File: src/inc/ccam_pkg.sv
// Constants for the charge counter and ADC monitor block.
// Assumes a byte-wide register transaction port fed by the I2C target logic.
package ccam_pkg;
    // Register indices on the byte port
    localparam logic [7:0] A_COUNTER_CONTROL   = 8'h00; // counter_control
    localparam logic [7:0] A_CMD       = 8'h01;
    localparam logic [7:0] A_CAL_CFG   = 8'h02; // calibration_config
    localparam logic [7:0] A_MODE_RPT  = 8'h03; // converter_mode_report
    localparam logic [7:0] A_CONV1_CTL = 8'h04; // first_conv_control
    localparam logic [7:0] A_CONV2_CTL = 8'h05; // second_conv_control
    localparam logic [7:0] A_STATUS    = 8'h06;
    localparam logic [7:0] A_STAT_MASK = 8'h07; // general_status_mask
    localparam logic [7:0] A_ADC_CTRL  = 8'h08; // conversion_counter_control
    localparam logic [7:0] A_ENERGY    = 8'h09; // energy_coarse_control
    localparam logic [7:0] A_CNT_BASE  = 8'h0A; // 4 count pairs, upper then lower
    localparam logic [7:0] A_ADC_BASE  = 8'h12; // avg, min, max, temp pairs
    localparam logic [7:0] A_ADC_LAST  = 8'h19;
    // Field positions
    localparam int B_COUNTER_ENABLE_BIT = 0;
    localparam int B_PRESCL_LO = 1;
    localparam int B_THRSH_LO = 5;
    localparam int B_CMD_CAL = 0;
    localparam int B_CMD_CCCLR = 1;
    localparam int B_CMD_ADC = 2;
    localparam int B_CMD_ADCCLR = 3;
    localparam int B_SEL_LO = 0;
    localparam int B_NREQ_LO = 2;
    localparam int B_LVL_LO = 5;
    localparam int B_TAU_LO = 0;
    localparam int B_IVL_LO = 4;
    localparam int B_REGEN_LO = 0;
    localparam int B_COARSE_LO = 3;
    localparam int B_EM_LO = 6;
    // Energy modes
    localparam logic [1:0] EM_FULL = 2'h0;
    localparam logic [1:0] EM_REDUCED = 2'h1;
    localparam logic [1:0] EM_LOWEST = 2'h2;
    // Count pair indices
    localparam int P_FIRST = 0;
    localparam int P_SECOND_FULL = 1;
    localparam int P_SECOND_RED = 2;
    localparam int P_THIRD = 3;
    // Fill levels: 50%, 62.5%, 75%, 87% of 16 bits
    localparam logic [15:0] FILL_50 = 16'h8000;
    localparam logic [15:0] FILL_62 = 16'hA000;
    localparam logic [15:0] FILL_75 = 16'hC000;
    localparam logic [15:0] FILL_87 = 16'hDEB8;
    // Prescaler: unit is 2^(16-2p); p above 8 acts as 8
    localparam logic [3:0] PRESCL_MAX = 4'h8;
    localparam logic [4:0] PRESCL_BASE = 5'h10;
    // Calibration pulse target is 16 << cal_pulse_count
    localparam logic [15:0] CAL_PULSE_BASE = 16'h0010;
    localparam logic [3:0] IVL_OFFSET = 4'h3;
    localparam int IIR_FRAC = 7;
    localparam int SYNC_W = 6;
    typedef enum logic [0:0] {CAL_IDLE = 1'b0, CAL_RUN = 1'b1} ccam_cal_e;
endpackage : ccam_pkg

File: src/hdl/ccam_top.sv
// Charge counter, calibration timer and coherent ADC result registers.
// Assumes the I2C target delivers byte register accesses on mclk and the
// analog side delivers raw pulse and reference levels that need syncing.
`timescale 1ns/100ps
module ccam_top (
    // Clock and reset
    input  wire logic        mclk,
    input  wire logic        rst_n,
    // Register transaction port
    input  wire logic        reg_sel,
    input  wire logic [7:0]  reg_addr,
    input  wire logic        reg_wr,
    input  wire logic        reg_rd,
    input  wire logic [7:0]  reg_wdata,
    output logic      [7:0]  reg_rdata,
    // Raw analog-side levels
    input  wire logic        first_output_pulse,
    input  wire logic        second_output_pulse,
    input  wire logic        third_output_pulse,
    input  wire logic        ref_10mhz,
    input  wire logic        secondary_supply_valid,
    input  wire logic        third_ldo_powering,
    // Converter mode status
    input  wire logic [2:0]  first_conv_mode_field,
    input  wire logic [2:0]  second_conv_mode_field,
    // ADC macro
    output logic             adc_start,
    output logic             adc_use_secondary,
    input  wire logic        adc_done,
    input  wire logic [11:0] adc_voltage,
    input  wire logic [11:0] adc_temperature,
    // Regulator control
    output logic [2:0]       regulator_on,
    output logic [2:0]       coarse_reg_enable,
    output logic [2:0]       first_conv_force_mode,
    output logic [2:0]       second_conv_force_mode,
    output logic             cal_load_on,
    output logic [1:0]       cal_output_select,
    output logic [2:0]       cal_load_level,
    // Open-drain interrupt
    output logic             irq_out,
    output logic             irq_oe_n
);
    logic [1:0] rst_sync_r;
    logic       rst_ok_n;
    // Reset release through two flops
    always_ff @(posedge mclk or negedge rst_n) begin
        if (!rst_n) rst_sync_r <= 2'h0;
        else        rst_sync_r <= {rst_sync_r[0], 1'b1};
    end
    assign rst_ok_n = rst_sync_r[1];

    // Three-stage pin syncs; a level counts once stages two and three agree
    logic [ccam_pkg::SYNC_W-1:0] raw_in, s1_r, s2_r, s3_r, filt_r, rise;
    assign raw_in = {third_ldo_powering, secondary_supply_valid, ref_10mhz,
                     third_output_pulse, second_output_pulse, first_output_pulse};
    genvar gi;
    generate
        for (gi = 0; gi < ccam_pkg::SYNC_W; gi++) begin : g_sync
            always_ff @(posedge mclk or negedge rst_ok_n) begin
                if (!rst_ok_n) begin
                    s1_r[gi]   <= 1'b0;
                    s2_r[gi]   <= 1'b0;
                    s3_r[gi]   <= 1'b0;
                    filt_r[gi] <= 1'b0;
                end else begin
                    s1_r[gi] <= raw_in[gi];
                    s2_r[gi] <= s1_r[gi];
                    s3_r[gi] <= s2_r[gi];
                    if (s2_r[gi] == s3_r[gi]) filt_r[gi] <= s3_r[gi];
                end
            end
            assign rise[gi] = (s2_r[gi] == s3_r[gi]) && s3_r[gi] && !filt_r[gi];
        end
    endgenerate

    // Configuration registers
    logic [7:0] counter_control_r, cal_cfg_r, conv1_r, conv2_r, mask_r, adc_ctrl_r, energy_r;
    logic [7:0] rdata_r, shadow_r;
    logic       cmd_wr;
    assign cmd_wr = reg_wr && (reg_addr == ccam_pkg::A_CMD);
    // Writes stay accepted in every energy mode
    always_ff @(posedge mclk or negedge rst_ok_n) begin
        if (!rst_ok_n) begin
            counter_control_r  <= 8'h00;
            cal_cfg_r  <= 8'h00;
            conv1_r    <= 8'h00;
            conv2_r    <= 8'h00;
            mask_r     <= 8'h00;
            adc_ctrl_r <= 8'h00;
            energy_r   <= 8'h00;
        end else if (reg_wr) begin
            case (reg_addr)
                ccam_pkg::A_COUNTER_CONTROL:   counter_control_r  <= reg_wdata;
                ccam_pkg::A_CAL_CFG:   cal_cfg_r  <= reg_wdata;
                ccam_pkg::A_CONV1_CTL: conv1_r    <= reg_wdata;
                ccam_pkg::A_CONV2_CTL: conv2_r    <= reg_wdata;
                ccam_pkg::A_STAT_MASK: mask_r     <= reg_wdata;
                ccam_pkg::A_ADC_CTRL:  adc_ctrl_r <= reg_wdata;
                ccam_pkg::A_ENERGY:    energy_r   <= reg_wdata;
                default: ;
            endcase
        end
    end

    logic [1:0] em_mode;
    logic       lowest;
    assign em_mode = energy_r[ccam_pkg::B_EM_LO +: 2];
    assign lowest  = (em_mode == ccam_pkg::EM_LOWEST);
    // Regulators off and chosen coarse ones on in lowest mode
    always_ff @(posedge mclk or negedge rst_ok_n) begin
        if (!rst_ok_n) begin
            regulator_on      <= 3'h0;
            coarse_reg_enable <= 3'h0;
        end else begin
            regulator_on      <= lowest ? 3'h0 : energy_r[ccam_pkg::B_REGEN_LO +: 3];
            coarse_reg_enable <= lowest ? energy_r[ccam_pkg::B_COARSE_LO +: 3] : 3'h0;
        end
    end
    assign first_conv_force_mode  = conv1_r[2:0];
    assign second_conv_force_mode = conv2_r[2:0];
    assign adc_use_secondary      = filt_r[4];

    // Calibration sequencer
    ccam_pkg::ccam_cal_e cal_st_r;
    logic [15:0] cal_pcnt_r, cal_target;
    logic        cal_start, cal_pulse;
    assign cal_start  = cmd_wr && reg_wdata[ccam_pkg::B_CMD_CAL] && !lowest;
    assign cal_target = ccam_pkg::CAL_PULSE_BASE << cal_cfg_r[ccam_pkg::B_NREQ_LO +: 3];
    assign cal_output_select = cal_cfg_r[ccam_pkg::B_SEL_LO +: 2];
    assign cal_load_level    = cal_cfg_r[ccam_pkg::B_LVL_LO +: 3];
    always_comb begin
        case (cal_output_select)
            2'h0:    cal_pulse = rise[0];
            2'h1:    cal_pulse = rise[1];
            2'h2:    cal_pulse = rise[2];
            default: cal_pulse = 1'b0;
        endcase
    end
    // Runs from start until the requested pulses, then holds the count
    always_ff @(posedge mclk or negedge rst_ok_n) begin
        if (!rst_ok_n) begin
            cal_st_r   <= ccam_pkg::CAL_IDLE;
            cal_pcnt_r <= 16'h0000;
        end else begin
            case (cal_st_r)
                ccam_pkg::CAL_IDLE: begin
                    if (cal_start) begin
                        cal_st_r   <= ccam_pkg::CAL_RUN;
                        cal_pcnt_r <= 16'h0000;
                    end
                end
                ccam_pkg::CAL_RUN: begin
                    if (lowest) cal_st_r <= ccam_pkg::CAL_IDLE;
                    else if (cal_pulse) begin
                        cal_pcnt_r <= cal_pcnt_r + 16'h0001;
                        if (cal_pcnt_r + 16'h0001 >= cal_target)
                            cal_st_r <= ccam_pkg::CAL_IDLE;
                    end
                end
                default: cal_st_r <= ccam_pkg::CAL_IDLE;
            endcase
        end
    end
    assign cal_load_on = (cal_st_r == ccam_pkg::CAL_RUN);

    // Pulse routing and prescaled accumulators
    logic [3:0]  ev;
    logic        counting, counter_clear_bit;
    logic [3:0]  p_eff;
    logic [4:0]  shift;
    logic [15:0] unit_m1;
    logic [15:0] cnt_r [4];
    logic [15:0] pre_r [4];
    assign counting = counter_control_r[ccam_pkg::B_COUNTER_ENABLE_BIT] && !lowest && !cal_load_on;
    assign counter_clear_bit   = cmd_wr && reg_wdata[ccam_pkg::B_CMD_CCCLR];
    assign ev[ccam_pkg::P_FIRST]       = rise[0] && !filt_r[5];
    assign ev[ccam_pkg::P_SECOND_FULL] = rise[1] && (em_mode != ccam_pkg::EM_REDUCED);
    assign ev[ccam_pkg::P_SECOND_RED]  = rise[1] && (em_mode == ccam_pkg::EM_REDUCED);
    assign ev[ccam_pkg::P_THIRD]       = rise[2] || (rise[0] && filt_r[5]);
    assign p_eff = (counter_control_r[ccam_pkg::B_PRESCL_LO +: 4] > ccam_pkg::PRESCL_MAX)
                 ? ccam_pkg::PRESCL_MAX : counter_control_r[ccam_pkg::B_PRESCL_LO +: 4];
    assign shift   = ccam_pkg::PRESCL_BASE - {p_eff, 1'b0};
    assign unit_m1 = 16'(({1'b0, 16'h0000} | (17'h00001 << shift)) - 17'h00001);
    generate
        for (gi = 0; gi < 4; gi++) begin : g_pair
            always_ff @(posedge mclk or negedge rst_ok_n) begin
                if (!rst_ok_n) begin
                    cnt_r[gi] <= 16'h0000;
                    pre_r[gi] <= 16'h0000;
                end else if (counter_clear_bit) begin
                    cnt_r[gi] <= 16'h0000;
                    pre_r[gi] <= 16'h0000;
                end else if (gi == ccam_pkg::P_THIRD && cal_start) begin
                    cnt_r[gi] <= 16'h0000;
                end else if (gi == ccam_pkg::P_THIRD && cal_load_on) begin
                    // Reference cycles counted unscaled during calibration
                    if (rise[3]) cnt_r[gi] <= cnt_r[gi] + 16'h0001;
                end else if (counting && ev[gi]) begin
                    if (pre_r[gi] >= unit_m1) begin
                        pre_r[gi] <= 16'h0000;
                        cnt_r[gi] <= cnt_r[gi] + 16'h0001;
                    end else begin
                        pre_r[gi] <= pre_r[gi] + 16'h0001;
                    end
                end
            end
        end
    endgenerate

    // Fill flag, set wins over a same-cycle clear
    logic [15:0] fill_lvl;
    logic        over, full_r, full_clr;
    always_comb begin
        case (counter_control_r[ccam_pkg::B_THRSH_LO +: 2])
            2'h0:    fill_lvl = ccam_pkg::FILL_50;
            2'h1:    fill_lvl = ccam_pkg::FILL_62;
            2'h2:    fill_lvl = ccam_pkg::FILL_75;
            default: fill_lvl = ccam_pkg::FILL_87;
        endcase
    end
    assign over = !cal_load_on && ((cnt_r[0] >= fill_lvl) || (cnt_r[1] >= fill_lvl)
               || (cnt_r[2] >= fill_lvl) || (cnt_r[3] >= fill_lvl));
    assign full_clr = reg_wr && (reg_addr == ccam_pkg::A_STATUS) && reg_wdata[0];
    always_ff @(posedge mclk or negedge rst_ok_n) begin
        if (!rst_ok_n)     full_r <= 1'b0;
        else if (over)     full_r <= 1'b1;
        else if (full_clr) full_r <= 1'b0;
    end
    // Pin pulled low while the flag is set and unmasked, never in lowest mode
    always_ff @(posedge mclk or negedge rst_ok_n) begin
        if (!rst_ok_n) irq_oe_n <= 1'b1;
        else           irq_oe_n <= !(full_r && mask_r[0] && !lowest);
    end
    assign irq_out = 1'b0;

    // Conversion triggers: manual command or pulse interval
    logic [2:0]  ivl;
    logic [10:0] trig_cnt_r, trig_lim;
    logic        any_ev, manual, start_r, busy_r;
    assign ivl      = adc_ctrl_r[ccam_pkg::B_IVL_LO +: 3];
    assign trig_lim = 11'(({7'h00, 4'h1} << ({1'b0, ivl} + ccam_pkg::IVL_OFFSET)) - 11'h001);
    assign any_ev   = counting && (|ev);
    assign manual   = cmd_wr && reg_wdata[ccam_pkg::B_CMD_ADC];
    always_ff @(posedge mclk or negedge rst_ok_n) begin
        if (!rst_ok_n) begin
            trig_cnt_r <= 11'h000;
            start_r    <= 1'b0;
        end else begin
            start_r <= 1'b0;
            if (any_ev && ivl != 3'h0) begin
                trig_cnt_r <= (trig_cnt_r >= trig_lim) ? 11'h000 : trig_cnt_r + 11'h001;
                if (trig_cnt_r >= trig_lim && !lowest) start_r <= 1'b1;
            end
            if (manual && !lowest) start_r <= 1'b1;
        end
    end
    assign adc_start = start_r;

    // Working results: IIR average, extremes, temperature
    logic signed [20:0] acc_r, diff;
    logic [11:0] min_w, max_w, temp_w, avg_w;
    logic        clr_pend_r, adc_ok;
    assign adc_ok = adc_done && !lowest;
    assign diff   = $signed({2'b00, adc_voltage, 7'h00}) - acc_r;
    assign avg_w  = acc_r[18:7];
    always_ff @(posedge mclk or negedge rst_ok_n) begin
        if (!rst_ok_n) begin
            acc_r      <= 21'sh000000;
            min_w      <= 12'hFFF;
            max_w      <= 12'h000;
            temp_w     <= 12'h000;
            clr_pend_r <= 1'b1;
        end else begin
            if (cmd_wr && reg_wdata[ccam_pkg::B_CMD_ADCCLR]) clr_pend_r <= 1'b1;
            if (adc_ok) begin
                temp_w <= adc_temperature;
                if (clr_pend_r) begin
                    acc_r      <= $signed({2'b00, adc_voltage, 7'h00});
                    min_w      <= adc_voltage;
                    max_w      <= adc_voltage;
                    clr_pend_r <= cmd_wr && reg_wdata[ccam_pkg::B_CMD_ADCCLR];
                end else begin
                    acc_r <= acc_r + (diff >>> adc_ctrl_r[ccam_pkg::B_TAU_LO +: 3]);
                    if (adc_voltage < min_w) min_w <= adc_voltage;
                    if (adc_voltage > max_w) max_w <= adc_voltage;
                end
            end
        end
    end

    // Visible pairs copy working values unless that pair is being addressed
    logic [11:0] vis_r [4];
    logic [11:0] work [4];
    assign work[0] = avg_w;
    assign work[1] = min_w;
    assign work[2] = max_w;
    assign work[3] = temp_w;
    generate
        for (gi = 0; gi < 4; gi++) begin : g_vis
            logic held;
            assign held = reg_sel && (reg_addr[7:1] == 7'((ccam_pkg::A_ADC_BASE >> 1) + gi));
            always_ff @(posedge mclk or negedge rst_ok_n) begin
                if (!rst_ok_n)  vis_r[gi] <= 12'h000;
                else if (!held) vis_r[gi] <= work[gi];
            end
        end
    endgenerate

    // Read mux; upper ADC read captures lower byte for coherent pairs
    logic [7:0] radr_off;
    logic [1:0] ridx;
    assign radr_off = reg_addr - ccam_pkg::A_CNT_BASE;
    assign ridx     = radr_off[2:1];
    always_ff @(posedge mclk or negedge rst_ok_n) begin
        if (!rst_ok_n) begin
            rdata_r  <= 8'h00;
            shadow_r <= 8'h00;
        end else if (reg_rd) begin
            if (reg_addr >= ccam_pkg::A_ADC_BASE && reg_addr <= ccam_pkg::A_ADC_LAST) begin
                if (!reg_addr[0]) begin
                    rdata_r  <= {4'h0, vis_r[ridx][11:8]};
                    shadow_r <= vis_r[ridx][7:0];
                end else begin
                    rdata_r <= shadow_r;
                end
            end else if (reg_addr >= ccam_pkg::A_CNT_BASE && reg_addr < ccam_pkg::A_ADC_BASE)
                rdata_r <= radr_off[0] ? cnt_r[ridx][7:0] : cnt_r[ridx][15:8];
            else begin
                case (reg_addr)
                    ccam_pkg::A_COUNTER_CONTROL:   rdata_r <= counter_control_r;
                    ccam_pkg::A_CAL_CFG:   rdata_r <= cal_cfg_r;
                    ccam_pkg::A_MODE_RPT:  rdata_r <= {2'h0, second_conv_mode_field,
                                                       first_conv_mode_field};
                    ccam_pkg::A_CONV1_CTL: rdata_r <= conv1_r;
                    ccam_pkg::A_CONV2_CTL: rdata_r <= conv2_r;
                    ccam_pkg::A_STATUS:    rdata_r <= {7'h00, full_r};
                    ccam_pkg::A_STAT_MASK: rdata_r <= mask_r;
                    ccam_pkg::A_ADC_CTRL:  rdata_r <= adc_ctrl_r;
                    ccam_pkg::A_ENERGY:    rdata_r <= energy_r;
                    default:               rdata_r <= 8'h00;
                endcase
            end
        end
    end
    assign reg_rdata = rdata_r;
endmodule : ccam_top

File: config.mk
export PLATFORM = sky130hd
export DESIGN_NAME = ccam_top
export DESIGN_NICKNAME = d
export VERILOG_FILES = /design/src/inc/ccam_pkg.sv /design/src/hdl/ccam_top.sv
export SDC_FILE = /design/constraint.sdc
export NUM_CORES = 1
export LEC_CHECK = 0
export BUFFER_PORTS_ARGS = -buffer_cell sky130_fd_sc_hd__buf_2
export CELL_PAD_IN_SITES_DETAIL_PLACEMENT = 0
export CELL_PAD_IN_SITES_GLOBAL_PLACEMENT = 2
export CORE_MARGIN = 2
export CORE_UTILIZATION = 37
export DETAILED_ROUTE_END_ITERATION = 7
export PLACE_DENSITY_LB_ADDON = 0.1
export REMOVE_ABC_BUFFERS = 1
export SLEW_MARGIN = 30
export SYNTH_ARGS = -nofsm -noshare
export SYNTH_HDL_FRONTEND = slang
export SYNTH_SLANG_ARGS = --single-unit
File: constraint.sdc
create_clock -name mclk -period 10.1 [get_ports mclk]
set_input_delay 0.505 -clock mclk [delete_from_list [all_inputs] [get_ports mclk]]
set_output_delay 0.505 -clock mclk [all_outputs]
set_load 0.05 [all_outputs]
# Word level (Yosys, flattened, before mapping)
# Index checks and enable logic that the tools add are counted.
dict set report word_totals {
  n_memories 0
  rom_bits 0
  wordCells 286
  latch_bits 0
  in_bits 58
  register_bits 369
  mem_bits_rw 0
}
dict set report op_classes {
  n_mul 0
  bitwise_logic 3
  div 0
  n_reduce_logical 85
  eq_ne 32
  shifts 4
  addsub 17
  muxes 68
  n_lt_le_gt_ge 18
}
# cell n
set op_table {}
lappend op_table {{16-bit 2-to-1 mux} 34}
lappend op_table {{16-bit by 1-bit adder with 16-bit output, second input constant} 9}
lappend op_table {{16-bit >= comparator} 9}
lappend op_table {{12-bit 2-to-1 mux} 6}
lappend op_table {{8-bit one-hot mux with 9 select lines} 1}
lappend op_table {{15-bit one-hot mux with 3 select lines} 1}
lappend op_table {{1-bit logical AND} 40}
lappend op_table {{16-bit binary-select mux with 2-bit select} 1}
lappend op_table {{8-bit by 3-bit == test with 1-bit output, second input constant} 4}
lappend op_table {{8-bit 2-to-1 mux} 4}
lappend op_table {{16-bit one-hot mux with 2 select lines} 1}
lappend op_table {{7-bit by 4-bit == test with 1-bit output, second input constant} 4}
lappend op_table {{12-bit binary-select mux with 2-bit select} 1}
lappend op_table {{2-bit AND reduction} 12}
lappend op_table {{21-bit adder} 1}
lappend op_table {{21-bit 2-to-1 mux} 1}
lappend op_table {{21-bit by 3-bit >>> shifter with 21-bit output} 1}
lappend op_table {{20-bit by 21-bit subtractor with 21-bit output} 1}
lappend op_table {{2-bit nonzero test} 10}
lappend op_table {{8-bit by 2-bit == test with 1-bit output, second input constant} 2}
lappend op_table {{8-bit by 4-bit == test with 1-bit output, second input constant} 2}
lappend op_table {{1-bit by 5-bit << shifter with 16-bit output, first input constant} 1}
lappend op_table {{5-bit by 3-bit << shifter with 16-bit output, first input constant} 1}
lappend op_table {{16-bit by 1-bit subtractor with 16-bit output, second input constant} 1}
lappend op_table {{38 further kinds} 79}

# Logic depth before layout (Yosys ltp)
# Gate-level depths: netlist (run 1).
dict set report depth {
  word_depth 11
  ltp_mapped 23
  ltp_nobuf 23
}

# Least setup slack after synthesis (run 1)
# No wires, ideal clock.
dict set report synth_path {
  path_kind {input -> register}
  start {in adc_voltage[0]}
  end {reg acc_r[19]}
  n_path_buf 0
  path_stages 20
  t_required_ns 10.017
  arrival_time_ns 4.598
  slack_ns 5.420
  cell_sequence {ha_1 nor4b_1 a2111oi_1 o31ai_1 a2111o_1 and2_1 xnor2_1 mux2i_1 mux2i_1 a21oi_1 ha_1 a21o_1 a21o_1 a21oi_1 nand2_1 o21ai_0 o21a_1 o21ai_0 xnor2_1 o21ai_0}
}
dict set report synth_between {
  elab_chain_len 4
}
# item line_no
set synth_lines {}
lappend synth_lines {{from (decl)} ccam_top.sv:30} ;# input wire logic [11:0] adc_voltage,
lappend synth_lines {{20-bit by 21-bit subtractor with 21-bit output} ccam_top.sv:265} ;# assign diff = $signed({2'b00, adc_voltage, 7'h00}) - acc_r;
lappend synth_lines {{21-bit by 3-bit >>> shifter with 21-bit output} ccam_top.sv:284} ;# acc_r <= acc_r + (diff >>> adc_ctrl_r[ccam_pkg::B_TAU_LO +: 3]);
lappend synth_lines {{21-bit adder} ccam_top.sv:284}
lappend synth_lines {{21-bit 2-to-1 mux} ccam_top.sv:278} ;# if (clr_pend_r) begin
lappend synth_lines {{to (signal assigned)} ccam_top.sv:279} ;# acc_r <= $signed({2'b00, adc_voltage, 7'h00});
lappend synth_lines {{to (signal assigned)} ccam_top.sv:284}
lappend synth_lines {{to (decl)} ccam_top.sv:261} ;# logic signed [20:0] acc_r, diff;
# No other way between the ends.
# A chain may end at the register's enable or synchronous reset.

# Worst setup path after layout (run 1)
dict set report layout_path {
  start {reg acc_r[7]}
  end {reg acc_r[19]}
}
dict set report layout_between {
  elab_chain_len 4
}
# item line_no
set layout_lines {}
lappend layout_lines {{20-bit by 21-bit subtractor with 21-bit output} ccam_top.sv:265}
lappend layout_lines {{21-bit by 3-bit >>> shifter with 21-bit output} ccam_top.sv:284}
lappend layout_lines {{21-bit adder *} ccam_top.sv:284}
lappend layout_lines {{21-bit 2-to-1 mux *} ccam_top.sv:278}
# Every way passes the cells marked *; elsewhere a longest branch is shown, timed or not.

==> results by group, run 1 <==
Drt
  • Post-route antenna net violation count: 0
  • Wire per inst: 21.13 microns
  • Wirelength, routed: 71320 microns
  • 1st-pass router iterations: 7
  • 1st-iter DRT viols: between 1k and 1.5k
  • Via count: 18.76k
  • Vias/cell: 5.560
  • # DRC: 0

STA
  • Tmin final: 5.446 ns
  • Final number of setup-violating endpoints: 0
  • Hold Vio Cnt, Final: 0
  • Worst-Margin Slew: between 0.9 and 1 ns
  • RSZ-0062 raised after global routing: no
  • Post-route clock period utilization: 53.92%
  • Worst Skew: 0.02732 ns
  • Max Fclk: about 180 MHz
  • Worst slew margin: 39.56%
  • Final Max Tran Viols: 0
  • Setup WS post-layout: 4.654 ns

Global routing
  • Pin count of the biggest net entering global routing: about 140
  • Vias in the first global route: 18.24k
  • Total grt overflow: 0
  • First-pass GRT wire length: 111200 microns
  • Gr usage total: between 20% and 30%
  • Initial antenna violation count: 5

Synth
  • Share of flip-flops with an asynchronous set or reset: 100.0%
  • Syn Area/Cell: about 9.7 sq um
  • Ys flop type: dfrtp_1
  • Top cell type's share of synthesized area: a little under two fifths
  • Top cells by area, synth: dfrtp_1, ha_1, mux2_2
  • Yosys cell types: 87
  • Post-synthesis sequential area ratio: 39.10%
  • Mapped cell area: 23660 sq um
  • Post-Syn Instances: approximately 2.4k
  • Cell taking the most area after synthesis: dfrtp_1
  • Count leader, synth: dfrtp_1
  • Post-synth top cells: dfrtp_1, nand2_1, ha_1
  • Post-synth EDFFs: 0
  • YS warnings: 0
  • Post-synthesis register bit count: 369

Critical path
  • CP Max Fanout: 6
  • Arr. time, crit path: 5.97 ns
  • CP endpoint kind: flop
  • Critical Path RT: 10.62 ns
  • CP Class: reg2reg
  • CP Launch Type: flop

Power and ir drop
  • Int Power: ~3700 uW
  • Clock Power Share: a little under 30%
  • Power per cell area: 218.7 nW/um^2
  • Lkg Pwr: 0.01199 uW
  • Sw Pwr: between 2000 and 2500 uW
  • Comb pwr share: 37.5%
  • Sw frac: 36.81%
  • Maximum vdd drop: 134.2 uV
  • Reg power frac: between 30% and 40%

Die
  • Die Height: 256.9 microns
  • Site row count: 92
  • Die width: about 260 microns
  • Core Box Area: 63200 sq um
  • I/O pin count: 88
  • Starting Density: 37.44%
  • Die area: 65980 sq um

Finish
  • Fillers: 6212
  • Final #Nets: 2745
  • Area delta synth->final: 11.81%
  • Layout Cells excl Fill: roughly 3.4k
  • Register area: 9255 sq um
  • Multi-input gate area: 13570 sq um
  • Share of cells above drive strength 1: 16.10%

Placement
  • Final GP Congestion: about 0.83
  • Placed cells: 3287
  • Dpl ws: 4.477 ns
  • # port buffers: 86
  • Hpwl dp: 52090 microns

Clock network
  • Clock Tree Buf Depth: 3
  • CTS Sinks: 369
  • CTS tree: yes
  • Root buf cell: clkbuf_16
  • Clk slew on worst S/H paths: 0.07 ns
  • Post-cts repair resize count: 0
  • Worst-Skew Late Latency: 0.60 ns
  • Htree depth: 2
  • CTS Buf Count: 45

Worst hold path
  • Class of the worst hold path: in2reg

Status
  • Status: finished clean

Flow run
  • Max cap viols: 0
## cell families (layout without fill, tap and decap cells)
family | count (synthesis) | after routing | synth area share, %
mux | 217 | 217 | 11.41
simple gates | 817 | 817 | 16.92
compound gates | 510 | 510 | 13.95
flops | 369 | 369 | 39.10
buf+inv | 211 | 295 | 3.665
other cells | 2 | 3 | 0.03174
fa+ha+maj | 203 | 203 | 10.67
xor+xnor | 115 | 115 | 4.257
## power groups by stage
stage	logic, uW	registers [uW]	clock network [uW]
floorplan	1640	1900	0
global placement	2150	1970	0
detailed placement	2150	1980	0
CTS	2170	1950	1720
global route	2460	1980	1780
finish	2170	1940	1670
## metal layers
metal	vias up	track usage, %	share of wire, %
met5	-	0	0
met4	0	5.669	2.1
met3	85	2.896	4.5
met2	412	33.25	44
met1	9312	31.86	49
li1	8955	-	-
## final timing paths
path | endpoint | start | depth (start not counted) | slack (ns)
worst max-delay path | acc_r[19]$_DFFE_PN0P_ | acc_r[7]$_DFFE_PN0P_ | 21 | 4.65
worst min-delay path | s1_r[4]$_DFF_PN0_ | secondary_supply_valid | 1 | 0.04
worst max register to register | acc_r[19]$_DFFE_PN0P_ | acc_r[7]$_DFFE_PN0P_ | 21 | 4.65
worst min register to register | s2_r[3]$_DFF_PN0_ | s1_r[3]$_DFF_PN0_ | 0 | 0.35
max in group asynchronous | pre_r[38]$_DFFE_PN0P_ | rst_sync_r[1]$_DFF_PN0_ | 2 | 7.70
min in group asynchronous | rst_sync_r[0]$_DFF_PN0_ | rst_n | 2 | 0.22
## metrics by stage
step | TNS, ns | util (%) | hold slack (ns) | instance area, sq um | total power [uW]
3_5_place_dp | 0 | 39.35 | 0.2947 | 24870 | 4122
3_3_place_gp | 0 | 39.34 | 0.2933 | 24860 | 4116
4_1_cts | 0 | 41.83 | 0.00007849 | 26430 | 5841
2_1_floorplan | -325.23 | - | 0.2094 | 23150 | 3542
5_1_grt | 0 | 41.85 | 0.01869 | 26450 | 6215
6_report | 0 | 41.86 | 0.03530 | 26450 | 5785
## what timing repair did
| action | 4_1_cts | 5_1_grt |
|---|---|---|
| buffers inserted | 0 | 0 |
| hold buffers | 5 | 0 |
| hold endpoints to repair | 6 | 0 |
## layout make-up
class	instances	area share (%)
multi-input cells	1864	51.31
repair buffers	117	2.616
flip-flops and latches	369	34.99
well taps	846	4.002
clock buffers	61	4.862
clock inverters	21	0.8561
inverters	96	1.362
diodes	1	0.009460
## cells in the final DEF (no fill, tap or decap), types with 18 or more instances in the layout
cell type	n
and3_1	43
xor2_1	66
inv_1	95
mux2_2	141
ha_1	193
and2_1	19
nand4_1	49
xnor2_1	49
buf_4	24
mux2i_1	48
nand3_1	91
o21ai_0	145
mux4_2	28
a21o_1	40
a22o_1	20
buf_2	86
nor2_1	189
nor3_1	33
nor2b_1	22
a31oi_1	18
a21oi_1	112
clkbuf_16	45
nand2b_1	39
nand2_1	240
dfrtp_1	354
## registers in the layout, indices dropped and copies added, names as in the netlist, 8 cells and up
| register | flops |
|---|---|
| cnt_r | 64 |
| pre_r | 64 |
| vis_r | 48 |
| acc_r | 21 |
| cal_pcnt_r | 16 |
| max_w | 12 |
| min_w | 12 |
| temp_w | 12 |
| trig_cnt_r | 11 |
| adc_ctrl_r | 8 |
| cal_cfg_r | 8 |
| conv1_r | 8 |
| conv2_r | 8 |
| counter_control_r | 8 |
| energy_r | 8 |
| mask_r | 8 |
| reg_rdata | 8 |
| shadow_r | 8 |
## critical path, cell delays in order, from the launching register on
cell and delay, ns:
dfrtp_1 0.37, inv_1 0.07, ha_1 0.35, nor4b_1 0.18
a2111oi_1 0.80, o31ai_1 0.25, a2111o_1 0.45, and2_1 0.19
xnor2_1 0.24, mux2i_1 0.16, mux2i_1 0.23, a21oi_1 0.11
ha_1 0.36, a21o_1 0.21, a21o_1 0.17, a21oi_1 0.17
nand2_1 0.11, o21ai_0 0.31, o21a_1 0.22, o21ai_0 0.11
xnor2_1 0.13, o21ai_0 0.14
(Power assumes the default switching activity.)
==> inputs of run 2 (changes only) <==
- CORE_UTILIZATION: 37 -> 41
- clock period: 10.1 -> 5.18 ns (I/O delays scaled with it)
==> run 2 against run 1 <==
  * Routed wire length down 2.9%
  * Non-clock buffer count rose by 36
  * Critical endpoint unchanged
  * Sequential cell count is the same
  * Largest cell class unchanged
  * Worst hold slack worse by 0.0016 ns
  * Die area down 9.6%
  * Global-route usage rose by 1.9 points
  * Clock skew decreased by 0.0072 ns
  * Design area grew 1.3%
  * Sequential share of layout area decreased by 0.45 points
  * Clock power increased by 100%
  * Sequential power up 93%
==> results by group, run 2 (synthesis results as in run 1) <==
Global routing
  • Vias in the first global route: 18.41k (+0.88%)
  • Initial antenna violation count: 0 (-5)
  • First-pass GRT wire length: 109900 microns (-1.2%)
  • Gr usage total: 23.51% (+1.9 points)
  • Pin count of the biggest net entering global routing: 113 (-20%)
  • Total grt overflow: 0 (unchanged)

Die
  • Die area: 59640 sq um (-9.6%)
  • Die width: 244.2 microns (-4.9%)
  • Core Box Area: 57370 sq um (-9.2%)
  • I/O pin count: 88 (unchanged)
  • Starting Density: 41.24% (+3.8 points)
  • Die Height: 244.2 microns (-4.9%)
  • Site row count: 88 (-4.3%)

Finish
  • Area delta synth->final: 13.30%
  • Biggest registers after layout: cnt_r: 64 flops, pre_r: 64 flops, vis_r: 48 flops
  • Final #Nets: 2782 (+1.3%)
  • Final Instance Area: 26800 sq um (+1.3%)
  • Most frequent cells in the layout: dfrtp_1, nand2_1, ha_1, nor2_1, o21ai_0
  • Commonest non-fill, non-tap cell in the layout: dfrtp_1
  • Share of cells above drive strength 1: 16.77% (+0.67 points)

Power and ir drop
  • Power per cell area: 431.9 nW/um^2 (+97%)
  • Sw frac: 35.59% (-1.2 points)
  • Maximum vdd drop: 364.8 uV (+170%)
  • Clock Power Share: 29.5% (+0.6 points)
  • Sw Pwr: 4120 uW (+93%)
  • Lkg Pwr: 0.01222 uW (+1.9%)
  • Reg power frac: 32.3% (-1.3 points)
  • Comb pwr share: 38.1% (+0.6 points)
  • Int Power: 7457 uW (+100%)

Critical path
  • Critical Path RT: 5.68 ns (-4.94 ns)
  • Worst Path Buf+Inv: 1 (unchanged)
  • CP top delay family: compound AO/OA/AOI/OAI gates
  • CP Class: reg2reg
  • Worst path cell trace: inv_1, ha_1, or4b_2, o21a_1, a211o_1, a31oi_2, o41ai_1, xnor2_1, mux2i_1, mux2i_1, a21oi_1, ha_1, a21o_1, a21o_1, a21oi_2, nand2_1, o21ai_1, o21a_1, o21ai_0, xnor2_1, o21ai_0
  • Arr. time, crit path: 5.34 ns (-0.63 ns)
  • CP endpoint kind: flop
  • CP Max Fanout: 3 (-3)
  • Slowest cell on the critical path: or4b_2
  • Max stage delay on crit path: 0.62 ns (-0.18 ns)
  • CP Launch Type: flop

Clock network
  • Htree depth: 2 (unchanged)
  • Worst-Skew Late Latency: 0.60 ns (about the same)
  • CTS Sinks: 369 (unchanged)
  • Clock Tree Buf Depth: 3 (unchanged)
  • CTS Buf Count: 46 (+2.2%)
  • CTS tree: yes
  • Clk slew on worst S/H paths: 0.06 ns (about the same)
  • Root buf cell: clkbuf_16

Drt
  • Post-route antenna net violation count: 0 (unchanged)
  • # DRC: 0 (unchanged)
  • Via count: 18.72k (-0.23%)
  • 1st-pass router iterations: 7 (unchanged)
  • Wirelength, routed: 69220 microns (-2.9%)
  • Vias/cell: 5.622 (+1.1%)
  • Wire per inst: 20.79 microns (-1.6%)
  • 1st-iter DRT viols: 1221 (+7.2%)

Placement
  • Dpl ws: -0.04110 ns (-4.519 ns)
  • Post-DP Area: 24890 sq um (about the same)
  • # port buffers: 86 (unchanged)
  • Final GP Congestion: 0.8315 (+0.41%)
  • Hpwl dp: 50680 microns (-2.7%)

STA
  • Worst slew margin: 32.95% (-6.6 points)
  • Tmin final: 4.839 ns (-0.6064 ns)
  • Final number of setup-violating endpoints: 0 (unchanged)
  • Max Fclk: 206.6 MHz (+13%)
  • Worst-Margin Slew: 0.9804 ns (+0.07374 ns)
  • Hold Vio Cnt, Final: 0 (unchanged)
  • Worst Skew: 0.02014 ns (-0.007186 ns)
  • Setup WS post-layout: 0.3407 ns (-4.314 ns)
  • Final Max Tran Viols: 0 (unchanged)
  • Post-route clock period utilization: 93.42% (+40 points)

Status
  • Status: finished clean

Flow run
  • Max cap viols: 0 (unchanged)

Worst hold path
  • Class of the worst hold path: in2reg
[run 2: cell types whose count changed in the layout (fill, tap and decap cells not counted), moves of 3 or more]
cell / previous run / this run
buf_4: 24 / 42
clkbuf_1: 6 / 9
clkbuf_16: 45 / 49
clkinv_2: 9 / 5
dlygate4sd3_1: 5 / 22
[run 2: path summary, 6_finish.rpt]
path | start | end | slack [ns] | cells after the start
max in group asynchronous | rst_sync_r[1]$_DFF_PN0_ | acc_r[3]$_DFFE_PN0P_ | 3.52 | 1
min in group asynchronous | rst_sync_r[1]$_DFF_PN0_ | cnt_r[35]$_DFFE_PN0P_ | 0.39 | 0
max | acc_r[7]$_DFFE_PN0P_ | acc_r[19]$_DFFE_PN0P_ | 0.34 | 21
max reg2reg | acc_r[7]$_DFFE_PN0P_ | acc_r[19]$_DFFE_PN0P_ | 0.34 | 21
min reg2reg | s1_r[1]$_DFF_PN0_ | s2_r[1]$_DFF_PN0_ | 0.35 | 0
min | reg_wdata[6] | counter_control_r[6]$_DFFE_PN0P_ | 0.03 | 3
[run 2: timing repair]
action,CTS,global route
gates resized for setup,1,17
hold buffers,22,0
pin swaps,0,2
setup endpoints to repair,2,9
buffers inserted,0,2
hold endpoints to repair,23,0
[run 2: cell type report]
type | count | area (sq um)
Antenna cell | 1 | 2.502
Clock buffer | 70 | 1425
Clock inverter | 12 | 170.2
Fill cell | 5513 | 30560
Inverter | 96 | 360.3
Multi-Input combinational cell | 1864 | 13620
Sequential cell | 369 | 9256
Tap cell | 765 | 957.2
Timing Repair Buffer | 153 | 1017
[run 2: through the flow]
| stage | setup TNS [ns] | hold WS, ns | std cells | power [uW] | util, % |
|---|---|---|---|---|---|
| after floorplan | -2100.39 | -0.03659 | 2329 | 6905 | - |
| after global placement | 0 | 0.04408 | 3223 | 8016 | 43.39 |
| after detailed placement | -0.04110 | 0.04783 | 3223 | 8041 | 43.39 |
| after CTS | 0 | 0.0007900 | 3327 | 11550 | 46.56 |
| after global routing | -0.03655 | 0.02518 | 3329 | 12420 | 46.72 |
| final | 0 | 0.03366 | 3330 | 11580 | 46.73 |
[run 2: power by group through the flow]
stage | Clock, uW | Sequential (uW) | Combinational, uW
2_1_floorplan | 0 | 3710 | 3200
3_3_place_gp | 0 | 3770 | 4240
3_5_place_dp | 0 | 3790 | 4250
4_1_cts | 3510 | 3740 | 4300
5_1_grt | 3630 | 3810 | 4990
6_report | 3420 | 3740 | 4410
[run 2: worst register-to-register path: cells and delay by family, from the launching register on]
kind / cells / cell delay [ns]
flip-flops: 1 / 0.37
XOR/XNOR: 2 / 0.43
multiplexers: 2 / 0.40
adder cells (fa/ha/maj): 2 / 0.60
AO/OA/AOI/OAI: 12 / 2.17
AND/OR/NAND/NOR: 2 / 0.73
buffers and inverters: 1 / 0.07
[run 2: layer usage]
layer  track usage, %  routed length [microns]  vias up
met5                0                        0        -
met4            5.398                     1530        0
met3            4.335                     3366       96
met2            36.46                    30820      357
met1            34.02                    33500     9241
li1                 -                        -     9026
==> inputs of run 3 (changes only) <==
- CELL_PAD_IN_SITES_DETAIL_PLACEMENT: 0 -> 2
==> run 3 against run 2 <==
  * Sequential cell count did not move
  * Clock power barely moved
  * Worst setup slack worse by 0.17 ns
  * First-iteration DRC count fell by 24%
  * Register-to-register slack worse by 0.17 ns
  * Clock skew down 0.0049 ns
  * Largest power group unchanged
==> results by group, run 3 (synthesis results as in run 1) <==
Drt
  • Wire per inst: 24.79 microns (+19%)
  • 1st-pass router iterations: 5 (-2)
  • # DRC: 0 (unchanged)
  • Post-route antenna net violation count: 0 (unchanged)
  • 1st-iter DRT viols: 922 (-24%)
  • Wirelength, routed: 82660 microns (+19%)
  • Vias/cell: 5.923 (+5.4%)
  • Via count: 19.75k (+5.5%)

Clock network
  • Clk slew on worst S/H paths: 0.07 ns (about the same)
  • Htree depth: 2 (unchanged)
  • CTS Buf Count: 45 (-2.2%)
  • Clock Tree Buf Depth: 3 (unchanged)
  • CTS Sinks: 369 (unchanged)
  • Root buf cell: clkbuf_16
  • Worst-Skew Late Latency: 0.59 ns (about the same)
  • CTS tree: yes

Global routing
  • Initial antenna violation count: 1 (+1)
  • First-pass GRT wire length: 131000 microns (+19%)
  • Total grt overflow: 0 (unchanged)
  • M3 GR Usage: 2.755% (-1.6 points)
  • GR peak layer: met2
  • Vias in the first global route: 22.00k (+20%)
  • Gr usage total: 28.01% (+4.5 points)
  • Pin count of the biggest net entering global routing: 113 (unchanged)
  • M1 GR Usage: 37.25% (+3.2 points)
  • Met2 Use GR: 47.93% (+11 points)

STA
  • Hold Vio Cnt, Final: 0 (unchanged)
  • Max Fclk: 199.7 MHz (-3.4%)
  • Post-route clock period utilization: 96.68% (+3.3 points)
  • Worst slew margin: 34.98% (+2.0 points)
  • Final Max Tran Viols: 0 (unchanged)
  • Tmin final: 5.008 ns (+0.1686 ns)
  • Final hold slack: 0.02031 ns (-0.01335 ns)
  • Setup WS post-layout: 0.1721 ns (-0.1686 ns)
  • Worst-Margin Slew: 0.9507 ns (-0.02966 ns)
  • Worst Skew: 0.01522 ns (-0.004923 ns)
  • Final number of setup-violating endpoints: 0 (unchanged)

Die
  • Die area: 59640 sq um (unchanged)
  • Die Height: 244.2 microns (unchanged)
  • Site row count: 88 (unchanged)
  • I/O pin count: 88 (unchanged)
  • Die width: 244.2 microns (unchanged)
  • Core Box Area: 57370 sq um (unchanged)
  • Starting Density: 41.24% (unchanged)

Critical path
  • Slowest cell on the critical path: or4_4
  • Crit-path most repeated cell: a31o_2
  • CP Launch Type: flop
  • Worst Path Buf+Inv: 2 (+1)
  • CP Class: reg2reg
  • Arr. time, crit path: 5.46 ns (+0.12 ns)
  • Worst path cell trace: or4_4, or3_4, o21ai_1, a21oi_2, a31oi_1, a31o_2, mux2_2, nand2_1, o21ai_0, ha_1, inv_1, fa_1, nor2b_2, o31a_1, nor4_4, o311ai_1, buf_4, a31o_2, xnor2_1, nor2_1, a211oi_1, a21oi_1
  • CP endpoint kind: flop
  • Max stage delay on crit path: 0.63 ns (about the same)
  • Critical Path RT: 5.63 ns (-0.05 ns)
  • CP Max Fanout: 8 (+5)
  • CP top delay family: compound AO/OA/AOI/OAI gates

Finish
  • Fillers: 5989 (+8.6%)
  • Biggest registers after layout: cnt_r: 64 flops, pre_r: 64 flops, vis_r: 48 flops
  • Layout Cells excl Fill: 3334 (+0.12%)
  • Final #Nets: 2783 (+0.036%)
  • Area delta synth->final: 13.65%
  • Final Instance Area: 26890 sq um (+0.31%)
  • Most frequent cells in the layout: dfrtp_1, nand2_1, ha_1, nor2_1, mux2_2
  • Commonest non-fill, non-tap cell in the layout: dfrtp_1
  • Share of cells above drive strength 1: 17.41% (+0.64 points)

Power and ir drop
  • Power per cell area: 449.0 nW/um^2 (+4.0%)
  • Lkg Pwr: 0.01225 uW (+0.22%)
  • Maximum vdd drop: 344.6 uV (-5.6%)

Worst hold path
  • Class of the worst hold path: in2reg

Placement
  • Placed cells: 3223 (unchanged)
  • Hpwl dp: 59600 microns (+18%)
  • Final GP Congestion: 0.8315 (unchanged)
  • # port buffers: 86 (unchanged)
  • Dpl ws: -0.1762 ns (-0.1351 ns)
  • Post-DP Area: 24890 sq um (unchanged)

Flow run
  • Max cap viols: 0 (unchanged)

Status
  • Status: finished clean
[run 3: cell types whose count changed in the layout (fill, tap and decap cells not counted), moves of 2 or more]
cell / change
clkbuf_8: -2
o21ai_0: -3
o21ai_1: +2
buf_4: +3
inv_6: +2
clkbuf_16: -2
clkinv_2: +3
[run 3: final cells by class]
| cell class | instances | area (sq um) | share of cell area (%) |
|---|---|---|---|
| multi-input combinational | 1864 | 13680 | 50.88 |
| sequential | 369 | 9258 | 34.43 |
| clock buffer | 65 | 1344 | 4.998 |
| timing repair buffer | 155 | 1046 | 3.890 |
| tap | 765 | 957.2 | 3.560 |
| inverter | 96 | 360.3 | 1.340 |
| clock inverter | 19 | 240.2 | 0.8934 |
| antenna | 1 | 2.502 | 0.009307 |
[run 3: power by group]
part | internal [uW] | switching [uW] | leakage [uW] | total, uW
Combinational | 2100 | 2730 | 0.00674 | 4830
Sequential | 3360 | 444 | 0.00473 | 3800
Clock | 2060 | 1380 | 0.000780 | 3440
[run 3: final timing paths]
kind	slack [ns]	endpoint	startpoint	cells after the start
hold reg to reg	0.35	rst_sync_r[1]$_DFF_PN0_	rst_sync_r[0]$_DFF_PN0_	0
min in group asynchronous	0.37	cnt_r[35]$_DFFE_PN0P_	rst_sync_r[1]$_DFF_PN0_	0
max in group asynchronous	3.53	acc_r[3]$_DFFE_PN0P_	rst_sync_r[1]$_DFF_PN0_	1
setup reg to reg	0.17	acc_r[12]$_DFFE_PN0P_	acc_r[3]$_DFFE_PN0P_	22
setup / recovery	0.17	acc_r[12]$_DFFE_PN0P_	acc_r[3]$_DFFE_PN0P_	22
hold / removal	0.02	clr_pend_r$_DFF_PN1_	reg_wdata[3]	3
[run 3: routing by layer]
layer  vias to the layer above  share of wire (%)
li1                       9019                  -
met1                     10300                 45
met2                       312                 49
met3                       122                2.7
met4                         0                3.1
met5                         -                  0
[run 3: stage by stage]
step,TNS [ns],utilization [%],total power [uW]
floorplan,-2100.39,-,6905
global placement,0,43.39,8016
detailed placement,-0.4180,43.39,8326
CTS,-0.05961,46.55,11940
global route,-0.2377,46.87,12840
finish,0,46.87,12070
[run 3: what timing repair did]
action / CTS / global route
hold buffers: 21 / 0
hold endpoints to repair: 21 / 0
gates resized for setup: 4 / 32
buffers inserted: 0 / 4
pin swaps: 0 / 3
endpoints found under the setup margin: 8 / 9
[run 3: tightest hold or removal path: cells and delay by family]
kind	cells	cell delay, ns
AO/OA/AOI/OAI	1	0.08
buffers and inverters	1	0.17
AND/OR/NAND/NOR	1	0.09
